<file path="config.mk">
export PLATFORM = sky130hd
export DESIGN_NAME = buck_startup_uvlo_sequencer
export DESIGN_NICKNAME = d
export VERILOG_FILES = /design/src/hw/seq_pkg.sv /design/src/hw/buck_startup_uvlo_sequencer.sv /design/src/hw/strap_table.sv
export SDC_FILE = /design/constraint.sdc
export NUM_CORES = 2
export LEC_CHECK = 0
export BUFFER_PORTS_ARGS = -buffer_cell sky130_fd_sc_hd__buf_4
export CELL_PAD_IN_SITES_DETAIL_PLACEMENT = 0
export CELL_PAD_IN_SITES_GLOBAL_PLACEMENT = 1
export CORE_AREA = 2 2 365 258
export DETAILED_ROUTE_END_ITERATION = 8
export DIE_AREA = 0 0 367 260
export PLACE_DENSITY_LB_ADDON = 0.3
export SLEW_MARGIN = 20
export SYNTH_ARGS = -nofsm -noshare
export SYNTH_HDL_FRONTEND = slang
export SYNTH_HIERARCHICAL = 1
export SYNTH_SLANG_ARGS = --single-unit
</file>
<file path="constraint.sdc">
create_clock -name mclk -period 49.7 [get_ports mclk]
set_clock_uncertainty 0.15 [all_clocks]
set_input_delay 9.94 -clock mclk [delete_from_list [all_inputs] [get_ports mclk]]
set_output_delay 9.94 -clock mclk [all_outputs]
set_load 0.03 [all_outputs]
</file>
<file path="src/hw/seq_pkg.sv">
// Package for the start-up gating and output-voltage configuration sequencer.
// Assumes a single 200 MHz clock and a plain register port on the host side.
package seq_pkg;

    // Register offsets (command codes)
    localparam logic [7:0] OFS_OPERATION  = 8'h01;
    localparam logic [7:0] OFS_ONOFF_CFG  = 8'h02;
    localparam logic [7:0] OFS_VOUT_MODE  = 8'h20;
    localparam logic [7:0] OFS_VOUT_CMD   = 8'h21;
    localparam logic [7:0] OFS_VOUT_MAX   = 8'h24;
    localparam logic [7:0] OFS_VOUT_SCALE = 8'h29;
    localparam logic [7:0] OFS_VOUT_MIN   = 8'h2b;
    localparam logic [7:0] OFS_UV_WARN    = 8'h43;
    localparam logic [7:0] OFS_UV_FAULT   = 8'h44;
    localparam logic [7:0] OFS_VIN_ON     = 8'h35;
    localparam logic [7:0] OFS_VIN_OFF    = 8'h36;
    localparam logic [7:0] OFS_TON_DELAY  = 8'h60;
    localparam logic [7:0] OFS_TON_RISE   = 8'h61;
    localparam logic [7:0] OFS_TOFF_DELAY = 8'h64;
    localparam logic [7:0] OFS_TOFF_FALL  = 8'h65;
    localparam logic [7:0] OFS_STATUS     = 8'hd0;
    localparam logic [7:0] OFS_PSI_LEVEL  = 8'hd1;

    // Field positions
    localparam int OPER_ON_BIT     = 7;
    localparam int CFG_PIN_USE_BIT = 2;
    localparam int CFG_POL_BIT     = 1;
    localparam int MODE_ABS_BIT    = 7;

    // Reset values
    localparam logic [7:0]  OPERATION_RST = 8'h00;
    localparam logic [7:0]  ONOFF_RST     = 8'h16;
    localparam logic [7:0]  VOUT_MODE_RST = 8'h00;
    localparam logic [5:0]  VIN_ON_RST    = 6'h06;
    localparam logic [5:0]  VIN_OFF_RST   = 6'h04;
    localparam logic [15:0] TIME_RST      = 16'h0000;
    localparam logic [15:0] UV_WARN_RST   = 16'h0000;
    localparam logic [15:0] UV_FAULT_RST  = 16'h0000;

    // Threshold decode: millivolts, 250 mV steps
    localparam int VIN_STEP_MV    = 250;
    localparam int VIN_ON_BASE_MV = 2750;
    localparam int VIN_OFF_BASE_MV = 2500;

    // Divider codes and per-scale reference window in millivolts of output
    localparam logic [1:0] DIV_1 = 2'd0;
    localparam logic [1:0] DIV_2 = 2'd1;
    localparam logic [1:0] DIV_4 = 2'd2;
    localparam logic [1:0] DIV_8 = 2'd3;
    localparam int REF_MIN_MV = 250;
    localparam int REF_MAX_MV = 750;

    // Timing
    localparam int CLK_MHZ        = 200;
    localparam int POR_TIME_MS    = 6;
    localparam int POR_CYCLES     = POR_TIME_MS * 1000 * CLK_MHZ;
    localparam int DEGLITCH_CYCLES = 4;
    localparam int STRAP_ENTRIES  = 16;

    typedef enum {
        ST_OFF,
        ST_POR,
        ST_WAIT,
        ST_TON_DELAY,
        ST_ON
    } seq_state_t;

    // Strap-loaded output-voltage settings
    typedef struct packed {
        logic [1:0]  scale;
        logic [15:0] command;
        logic [15:0] vmin;
        logic [15:0] vmax;
    } vout_set_t;

    // Raw comparator indications
    typedef struct packed {
        logic ctrlSupplyGood;
        logic coreRailsGood;
        logic driverSupplyGood;
        logic enablePin;
    } supply_ind_t;

endpackage

</file>
<file path="src/hw/buck_startup_uvlo_sequencer.sv">
// Start-up gating, lockout combination and output-voltage configuration.
// Assumes async comparator inputs, power-stage input level as 8-bit code.
// How it works
// - Control supply, rails and reset end open bus; rails loss after reset end does not stop switching
// - Control-good rise starts core; reset starts once rails also good
// - Drivers off until driver supply good
// - Turn-on threshold from 6-bit code
// - Turn-off threshold from own 6-bit code
// - Compare input against both thresholds separately
// - Enable pin ignorable or polarity inverted
// - Fixed reset interval before sensing inputs
// - Conditions met early start delay at end
// - Else delay starts when all four met
// - Timing from writable command values
// - Divider ratio only 1,2,4 or 8
// - Clamped output suppresses undervoltage alarms
// - Strap loads output settings during reset
// - Host writes replace strap values afterwards
// - Limits relative by default, absolute selectable
// - Configuration accepted only after rails and reset
//
// Implementation choices: the placing of the registers and the strobed register port.
`timescale 1ns/100ps
module buck_startup_uvlo_sequencer
    import seq_pkg::*;
#(
    parameter int PorCycles = POR_CYCLES
)(
    input  wire logic               mclk,
    input  wire logic               nrst,
    input  seq_pkg::supply_ind_t    supplyInd,
    input  wire logic [7:0]         powerStageLevel,
    input  wire logic [3:0]         voltageSelectStrap,
    input  wire logic [15:0]        voutSense,
    input  wire logic [7:0]         addr,
    input  wire logic [15:0]        wrData,
    input  wire logic               wrStb,
    input  wire logic               rdStb,
    output logic [15:0]             rdData,
    output logic                    busEnabled,
    output logic                    monitorEnabled,
    output logic                    driverEnable,
    output logic                    switchEnable,
    output logic                    tonActive,
    output logic [1:0]              dividerSel,
    output logic                    absoluteFormat,
    output logic                    uvWarn,
    output logic                    uvFault
);
    import seq_pkg::*;

    localparam int NIND = 4;

    // Power-stage level code is in 250 mV units above 0
    function automatic logic [7:0] thr(input logic [5:0] c, input int baseMv);
        return 8'((baseMv / VIN_STEP_MV) + int'(c));
    endfunction

    logic [2:0] syncR [NIND];
    logic [2:0] cntR  [NIND];
    logic [NIND-1:0] cleanR;
    logic [NIND-1:0] rawIn;
    assign rawIn = supplyInd;

    // Three-stage synchroniser then deglitch counter
    for (genvar i = 0; i < NIND; i++) begin : g_sync
        always_ff @(posedge mclk) begin
            if (!nrst) begin
                syncR[i]  <= 3'h0;
                cntR[i]   <= 3'h0;
                cleanR[i] <= 1'b0;
            end else begin
                syncR[i] <= {syncR[i][1:0], rawIn[i]};
                if (syncR[i][1] != syncR[i][2] || syncR[i][2] == cleanR[i]) begin
                    cntR[i] <= 3'h0;
                end else if (cntR[i] == 3'(DEGLITCH_CYCLES - 1)) begin
                    cntR[i]   <= 3'h0;
                    cleanR[i] <= syncR[i][2];
                end else begin
                    cntR[i] <= cntR[i] + 3'h1;
                end
            end
        end
    end

    logic ctrlGood, railsGood, drvGood, enPin;
    assign enPin     = cleanR[0];
    assign drvGood   = cleanR[1];
    assign railsGood = cleanR[2];
    assign ctrlGood  = cleanR[3];

    // Registers
    logic [7:0]  operationR, onOffR, voutModeR;
    logic [5:0]  vinOnR, vinOffR;
    logic [15:0] tonDelayR, tonRiseR, toffDelayR, toffFallR;
    logic [15:0] uvWarnLimR, uvFaultLimR;
    vout_set_t   voutR, strapData;
    seq_state_t  stateR;
    logic [31:0] porCntR;
    logic [15:0] tonCntR;
    logic        inputGoodR;
    logic        porDone;

    strap_table u_strap (
        .mclk (mclk),
        .code (voltageSelectStrap),
        .data (strapData)
    );

    assign porDone = (stateR == ST_WAIT) || (stateR == ST_TON_DELAY) || (stateR == ST_ON);

    logic cfgOpen;
    assign cfgOpen = porDone && ctrlGood && railsGood;

    // Input-good with separate on/off comparisons; may chatter if off > on
    always_ff @(posedge mclk) begin
        if (!nrst) begin
            inputGoodR <= 1'b0;
        end else if (!porDone) begin
            inputGoodR <= 1'b0;
        end else if (!inputGoodR && powerStageLevel >= thr(vinOnR, VIN_ON_BASE_MV)) begin
            inputGoodR <= 1'b1;
        end else if (inputGoodR && powerStageLevel < thr(vinOffR, VIN_OFF_BASE_MV)) begin
            inputGoodR <= 1'b0;
        end
    end

    // Enable pin qualified by configuration
    logic pinOk, opOk, startOk;
    always_comb begin
        pinOk = !onOffR[CFG_PIN_USE_BIT] || (enPin ^ !onOffR[CFG_POL_BIT]);
        opOk  = operationR[OPER_ON_BIT];
    end
    assign startOk = drvGood && inputGoodR && pinOk && opOk;

    // Sequencer
    always_ff @(posedge mclk) begin
        if (!nrst) begin
            stateR  <= ST_OFF;
            porCntR <= 32'h0;
            tonCntR <= 16'h0;
        end else begin
            unique case (stateR)
                ST_OFF: begin
                    porCntR <= 32'h0;
                    if (ctrlGood && railsGood) begin
                        stateR <= ST_POR;
                    end
                end
                ST_POR: begin
                    if (!ctrlGood) begin
                        stateR <= ST_OFF;
                    end else if (porCntR == 32'(PorCycles - 1)) begin
                        stateR <= ST_WAIT;
                    end else begin
                        porCntR <= porCntR + 32'h1;
                    end
                end
                ST_WAIT: begin
                    tonCntR <= 16'h0;
                    if (!ctrlGood) begin
                        stateR <= ST_OFF;
                    end else if (startOk) begin
                        stateR <= ST_TON_DELAY;
                    end
                end
                ST_TON_DELAY: begin
                    if (!ctrlGood) begin
                        stateR <= ST_OFF;
                    end else if (!startOk) begin
                        stateR <= ST_WAIT;
                    end else if (tonCntR >= tonDelayR) begin
                        stateR <= ST_ON;
                    end else begin
                        tonCntR <= tonCntR + 16'h1;
                    end
                end
                ST_ON: begin
                    if (!ctrlGood) begin
                        stateR <= ST_OFF;
                    end else if (!startOk) begin
                        stateR <= ST_WAIT;
                    end
                end
            endcase
        end
    end

    // Configuration registers
    // Strap load owns the reset interval; host writes only once bus opens
    always_ff @(posedge mclk) begin
        if (!nrst) begin
            operationR  <= OPERATION_RST;
            onOffR      <= ONOFF_RST;
            voutModeR   <= VOUT_MODE_RST;
            vinOnR      <= VIN_ON_RST;
            vinOffR     <= VIN_OFF_RST;
            tonDelayR   <= TIME_RST;
            tonRiseR    <= TIME_RST;
            toffDelayR  <= TIME_RST;
            toffFallR   <= TIME_RST;
            uvWarnLimR  <= UV_WARN_RST;
            uvFaultLimR <= UV_FAULT_RST;
            voutR       <= '0;
        end else if (stateR == ST_POR) begin
            voutR <= strapData;
        end else if (wrStb && cfgOpen) begin
            unique case (addr)
                OFS_OPERATION:  operationR  <= wrData[7:0];
                OFS_ONOFF_CFG:  onOffR      <= wrData[7:0];
                OFS_VOUT_MODE:  voutModeR   <= wrData[7:0];
                OFS_VIN_ON:     vinOnR      <= wrData[5:0];
                OFS_VIN_OFF:    vinOffR     <= wrData[5:0];
                OFS_TON_DELAY:  tonDelayR   <= wrData;
                OFS_TON_RISE:   tonRiseR    <= wrData;
                OFS_TOFF_DELAY: toffDelayR  <= wrData;
                OFS_TOFF_FALL:  toffFallR   <= wrData;
                OFS_UV_WARN:    uvWarnLimR  <= wrData;
                OFS_UV_FAULT:   uvFaultLimR <= wrData;
                OFS_VOUT_CMD:   voutR.command <= wrData;
                OFS_VOUT_MIN:   voutR.vmin    <= wrData;
                OFS_VOUT_MAX:   voutR.vmax    <= wrData;
                OFS_VOUT_SCALE: voutR.scale   <= wrData[1:0];
                default: ;
            endcase
        end
    end

    // Reference clamp: achievable output window for the current scale
    logic [15:0] winLo, winHi, uvWarnAbs, uvFaultAbs;
    logic        clamped;
    always_comb begin
        winLo = 16'(REF_MIN_MV << voutR.scale);
        winHi = 16'(REF_MAX_MV << voutR.scale);
        clamped = (voutR.command < winLo) || (voutR.command > winHi);
        // Relative limits are per-mille of command; absolute are millivolts
        if (voutModeR[MODE_ABS_BIT]) begin
            uvWarnAbs  = uvWarnLimR;
            uvFaultAbs = uvFaultLimR;
        end else begin
            uvWarnAbs  = 16'((32'(voutR.command) * 32'(uvWarnLimR)) / 32'd1000);
            uvFaultAbs = 16'((32'(voutR.command) * 32'(uvFaultLimR)) / 32'd1000);
        end
    end

    // Outputs
    // Alarms only while on and reference not clamped
    always_ff @(posedge mclk) begin
        if (!nrst) begin
            busEnabled     <= 1'b0;
            monitorEnabled <= 1'b0;
            driverEnable   <= 1'b0;
            switchEnable   <= 1'b0;
            tonActive      <= 1'b0;
            dividerSel     <= DIV_1;
            absoluteFormat <= 1'b0;
            uvWarn         <= 1'b0;
            uvFault        <= 1'b0;
        end else begin
            busEnabled     <= cfgOpen;
            monitorEnabled <= ctrlGood;
            driverEnable   <= drvGood && porDone;
            switchEnable   <= (stateR == ST_ON) && startOk;
            tonActive      <= stateR == ST_TON_DELAY;
            dividerSel     <= voutR.scale;
            absoluteFormat <= voutModeR[MODE_ABS_BIT];
            uvWarn         <= (stateR == ST_ON) && !clamped && voutSense < uvWarnAbs;
            uvFault        <= (stateR == ST_ON) && !clamped && voutSense < uvFaultAbs;
        end
    end

    // Read port
    // Data stand one cycle after the strobe, zero otherwise
    // Status: clamp, input good, clean inputs, reset done, on
    always_ff @(posedge mclk) begin
        if (!nrst) begin
            rdData <= 16'h0;
        end else if (rdStb) begin
            unique case (addr)
                OFS_OPERATION:  rdData <= {8'h00, operationR};
                OFS_ONOFF_CFG:  rdData <= {8'h00, onOffR};
                OFS_VOUT_MODE:  rdData <= {8'h00, voutModeR};
                OFS_VIN_ON:     rdData <= {10'h000, vinOnR};
                OFS_VIN_OFF:    rdData <= {10'h000, vinOffR};
                OFS_TON_DELAY:  rdData <= tonDelayR;
                OFS_TON_RISE:   rdData <= tonRiseR;
                OFS_TOFF_DELAY: rdData <= toffDelayR;
                OFS_TOFF_FALL:  rdData <= toffFallR;
                OFS_UV_WARN:    rdData <= uvWarnLimR;
                OFS_UV_FAULT:   rdData <= uvFaultLimR;
                OFS_VOUT_CMD:   rdData <= voutR.command;
                OFS_VOUT_MIN:   rdData <= voutR.vmin;
                OFS_VOUT_MAX:   rdData <= voutR.vmax;
                OFS_VOUT_SCALE: rdData <= {14'h0, voutR.scale};
                OFS_STATUS:     rdData <= {8'h00, clamped, inputGoodR, cleanR,
                                           porDone, stateR == ST_ON};
                OFS_PSI_LEVEL:  rdData <= {8'h00, powerStageLevel};
                default:        rdData <= 16'h0000;
            endcase
        end else begin
            rdData <= 16'h0000;
        end
    end

endmodule

</file>
<file path="src/hw/strap_table.sv">
// Strap decode table: voltage-select strap code to output settings.
// Assumes the code is stable while it is read; data come from a register.
`timescale 1ns/100ps
module strap_table
    import seq_pkg::*;
(
    input  wire logic       mclk,
    input  wire logic [3:0] code,
    output seq_pkg::vout_set_t data
);

    function automatic vout_set_t entry(input logic [3:0] c);
        vout_set_t e;
        logic [15:0] mv;
        mv = 16'(500 + 16'(c) * 16'd333);
        e.scale = (mv <= 16'd750) ? DIV_1 : (mv <= 16'd1500) ? DIV_2 :
                  (mv <= 16'd3000) ? DIV_4 : DIV_8;
        e.command = mv;
        e.vmin = 16'(mv >> 1);
        e.vmax = 16'(mv + (mv >> 2));
        return e;
    endfunction

    always_ff @(posedge mclk) begin
        data <= entry(code);
    end

endmodule

</file>
==> impl_results.md <==
* Site Rows at between 90 and 100
* Sequential element share of the synthesized area at between 10% and 20%
* RSZ-0062 raised after global routing: false
* Placed Area at 0.0504 mm2
* Worst Tran Pin Value at 1060 ps
* PD cells at ~14 mW/mm2
* Synthesis Warnings at 6
* Worst slack, placed at ~24,000 ps
* R2R Setup Slk at 23,790 ps
* Vias per cell at approximately 6.3
* Critical Path Most Common Cell: fa_1
* Final wirelength at about 150,000 um
* Arrival time worst endpoint at ~26,000 ps
* Largest net degree at the start of global routing at about 100
* Routed via count at around 46,000
* Synthesized area at roughly 0.049 mm2
* Delay of the slowest critical-path stage at approximately 910 ps
* Synth area leaders: fa_1 16%, dfxtp_1 12%, ha_1 8.4%
* Synth top area share at between 10% and 20%
* Storage cell area at approximately 0.0065 mm2
* Fin cells at 7,260
* Hold path start: syncR[0][0]$_SDFF_PN0_
* Synth async-reset ratio at 0%
* Initial Utilization at 53.8%
* IO Port Bufs at 85
* Worst r2r src: uvWarnLimR[3]$_SDFFE_PN0P_
* Hold Vio Cnt, Final at 0
* Global placer's final weighted congestion at about 0.97
* Area Overhead vs Synth at 4.70%
* Critical Path Start Type: flop
* Overflow after GRT at 0
* Post-synth EDFFs at 12
* Worst-path clk slew at about 80 ps
* Synth Area per Inst at 8.01 um2
* Post-route setup TNS at 0 ps
* Max Cap Viol at 0
* Initial antenna violation count at 2
* CTS Buf Count at 35
* Final HPWL DP at 112,000 um
* Clk sink count at about 320
* H-tree depth at 2
* Post-CTS setup buffers at 0
* Synth cell types at ~170
* FF-to-FF path depth at 73
* Clk_lat worst skew at 570 ps
* Fin area at 0.0516 mm2
* Hold_buf cts at 0
* X dimension of the die at 367 um
* Status: finished clean
* Routed Antenna Nets at 0
* CTS resizes at 0
* Drt first-iter violations at just under 5,000
* Worst vdd ir at ~28 uV
* Min cycle time layout at ~26,000 ps
* Multi-input logic area at around 0.039 mm2
* Ys flop type: dfxtp_1
* Drt wl/cell at approximately 20 um
* Pre-antenna DRT Iters at 8
* Die Area at between 0.09 and 0.1 mm2
* FMAX at between 30 and 40 MHz
* Worst Setup EP: uvWarn$_SDFF_PN0_
* Setup Crit Path Kind: reg2reg
* Final net count at 6,777
* Rel. slew slack at 28.9%
* Max FO, Critical Path at 19
* Final setup fails at 0
* Final Max Tran Viols at 0
* Crit path max-delay cell type: dfxtp_1
* First-pass GRT wire length at between 200,000 and 250,000 um
* Worst min path class: reg2reg
* Cell taking the most area after synthesis: fa_1
* Worst setup margin at about 24,000 ps
* Vias in the first global route at around 42,000
* CTS root buf: clkbuf_16
* Total core area at between 0.09 and 0.1 mm2
* Total track usage at roughly 30%
* Die span in y at approximately 260 um
* Placed insts at ~7,200
* Worst reg2reg endpoint: uvWarn$_SDFF_PN0_
* CTS tree: done
* Fillers at 8,690
* Drc violations at 0
* Crit. End Element: flop
* Syn Inst Count at a little over 6,000
* I/O pin cnt at 86
* Final period util at between 50% and 60%
* Critical Path Source: uvWarnLimR[3]$_SDFFE_PN0P_
* Post-synthesis sequential element count at ~320
* Critical path data required time at roughly 50,000 ps
* Pleak at between 20 and 25 nW
* Layout cells sized above 1 at under 10%
* Clock Path Buffers at 3
-- power by group --
part / total, mW / switching [mW] / internal, mW
combinational: 0.143 / 0.0895 / 0.0532
sequential: 0.289 / 0.0155 / 0.274
clock: 0.276 / 0.118 / 0.158
-- synthesized netlist by cell type (133+ instances only) --
cell / n
ha_1: 330
nand2_1: 851
xnor2_1: 171
nor2_1: 331
nand3_1: 173
inv_1: 503
o21ai_0: 182
dfxtp_1: 307
a21boi_0: 133
a21oi_1: 221
clkbuf_1: 263
fa_1: 391
and2_1: 339
-- critical path: cells and delay by family (launching register included) --
family | cells | cell delay [ps]
buffers and inverters | 5 | 240
and+or+nand+nor | 15 | 3850
adders and majority gates | 8 | 3780
AOI/OAI and AO/OA | 39 | 14400
DFF | 1 | 910
muxes | 5 | 2220
xor gates and xnor gates | 1 | 200
-- worst min-delay path by stage --
| stage | slack, ps | endpoint | cells after the start |
|---|---|---|---|
| 2_1_floorplan | 260 | syncR[0][1]$_SDFF_PN0_ | 1 |
| 3_3_place_gp | 270 | syncR[2][1]$_SDFF_PN0_ | 1 |
| 3_5_place_dp | 270 | syncR[0][1]$_SDFF_PN0_ | 1 |
| 4_1_cts | 290 | syncR[3][1]$_SDFF_PN0_ | 1 |
| 5_1_grt | 300 | syncR[2][1]$_SDFF_PN0_ | 1 |
| 6_report | 280 | syncR[0][1]$_SDFF_PN0_ | 1 |
-- cells by family after synthesis --
group	count (synthesis)	share of synthesized area, %
fa+ha+maj	733	24.5
xor+xnor	263	4.79
other cells	2	0.0152
compound gates	1537	24.0
mux	147	3.19
flops	319	13.2
simple gates	2289	23.1
buf+inv	867	7.22
-- flip-flops by register name (all words and copies together), names as in the netlist, 2 cells and up --
| name | cells |
|---|---|
| rdData | 16 |
| uvFaultLimR | 16 |
| voutModeR | 8 |
| dividerSel | 2 |
| toffFallR | 16 |
| vinOnR | 6 |
| u_strap/data | 31 |
| tonRiseR | 16 |
| stateR | 3 |
| porCntR | 32 |
| onOffR | 8 |
| toffDelayR | 16 |
| vinOffR | 6 |
| tonCntR | 16 |
| cntR | 12 |
| tonDelayR | 16 |
| uvWarnLimR | 16 |
| operationR | 8 |
| syncR | 12 |
| voutR | 50 |
-- cells in the final DEF, fill, tap and decap left out, types with 58 or more instances in the layout --
cell type,n
nand4_1,71
and2_1,339
nor2_1,331
a21oi_1,221
nand3_1,173
a21o_1,86
and3_1,66
ha_1,330
nand2_1,849
or3_1,60
o211a_1,66
fa_1,391
dfxtp_1,307
a21boi_0,133
xnor2_1,171
inv_1,503
a31oi_1,58
nor3_1,103
o21ai_0,182
buf_4,147
mux2i_1,110
xor2_1,83
-- layout make-up --
type | count | share of cell area [%]
Antenna cell | 4 | 0.0194
Sequential cell | 319 | 12.6
Multi-Input combinational cell | 4987 | 76.3
Inverter | 505 | 3.67
Clock buffer | 48 | 2.01
Tap cell | 1235 | 2.99
Timing Repair Buffer | 148 | 2.16
Clock inverter | 14 | 0.296
-- routing by layer --
metal / wire length (um) / part of all wire, % / track usage, %
met2: 59700 / 41 / 43.5
met3: 13700 / 9.3 / 5.51
met1: 70500 / 48 / 46.6
met4: 2390 / 1.6 / 5.40
met5: 0 / 0 / 0
-- through the flow --
step / utilization, % / hold WS [ps] / total power, mW
floorplan: - / 262 / 0.390
global placement: 55.0 / 266 / 0.431
detailed placement: 55.0 / 271 / 0.433
CTS: 56.3 / 289 / 0.708
global route: 56.3 / 298 / 0.735
finish: 56.3 / 285 / 0.708
Note: power is estimated with default switching activity, not from simulation.
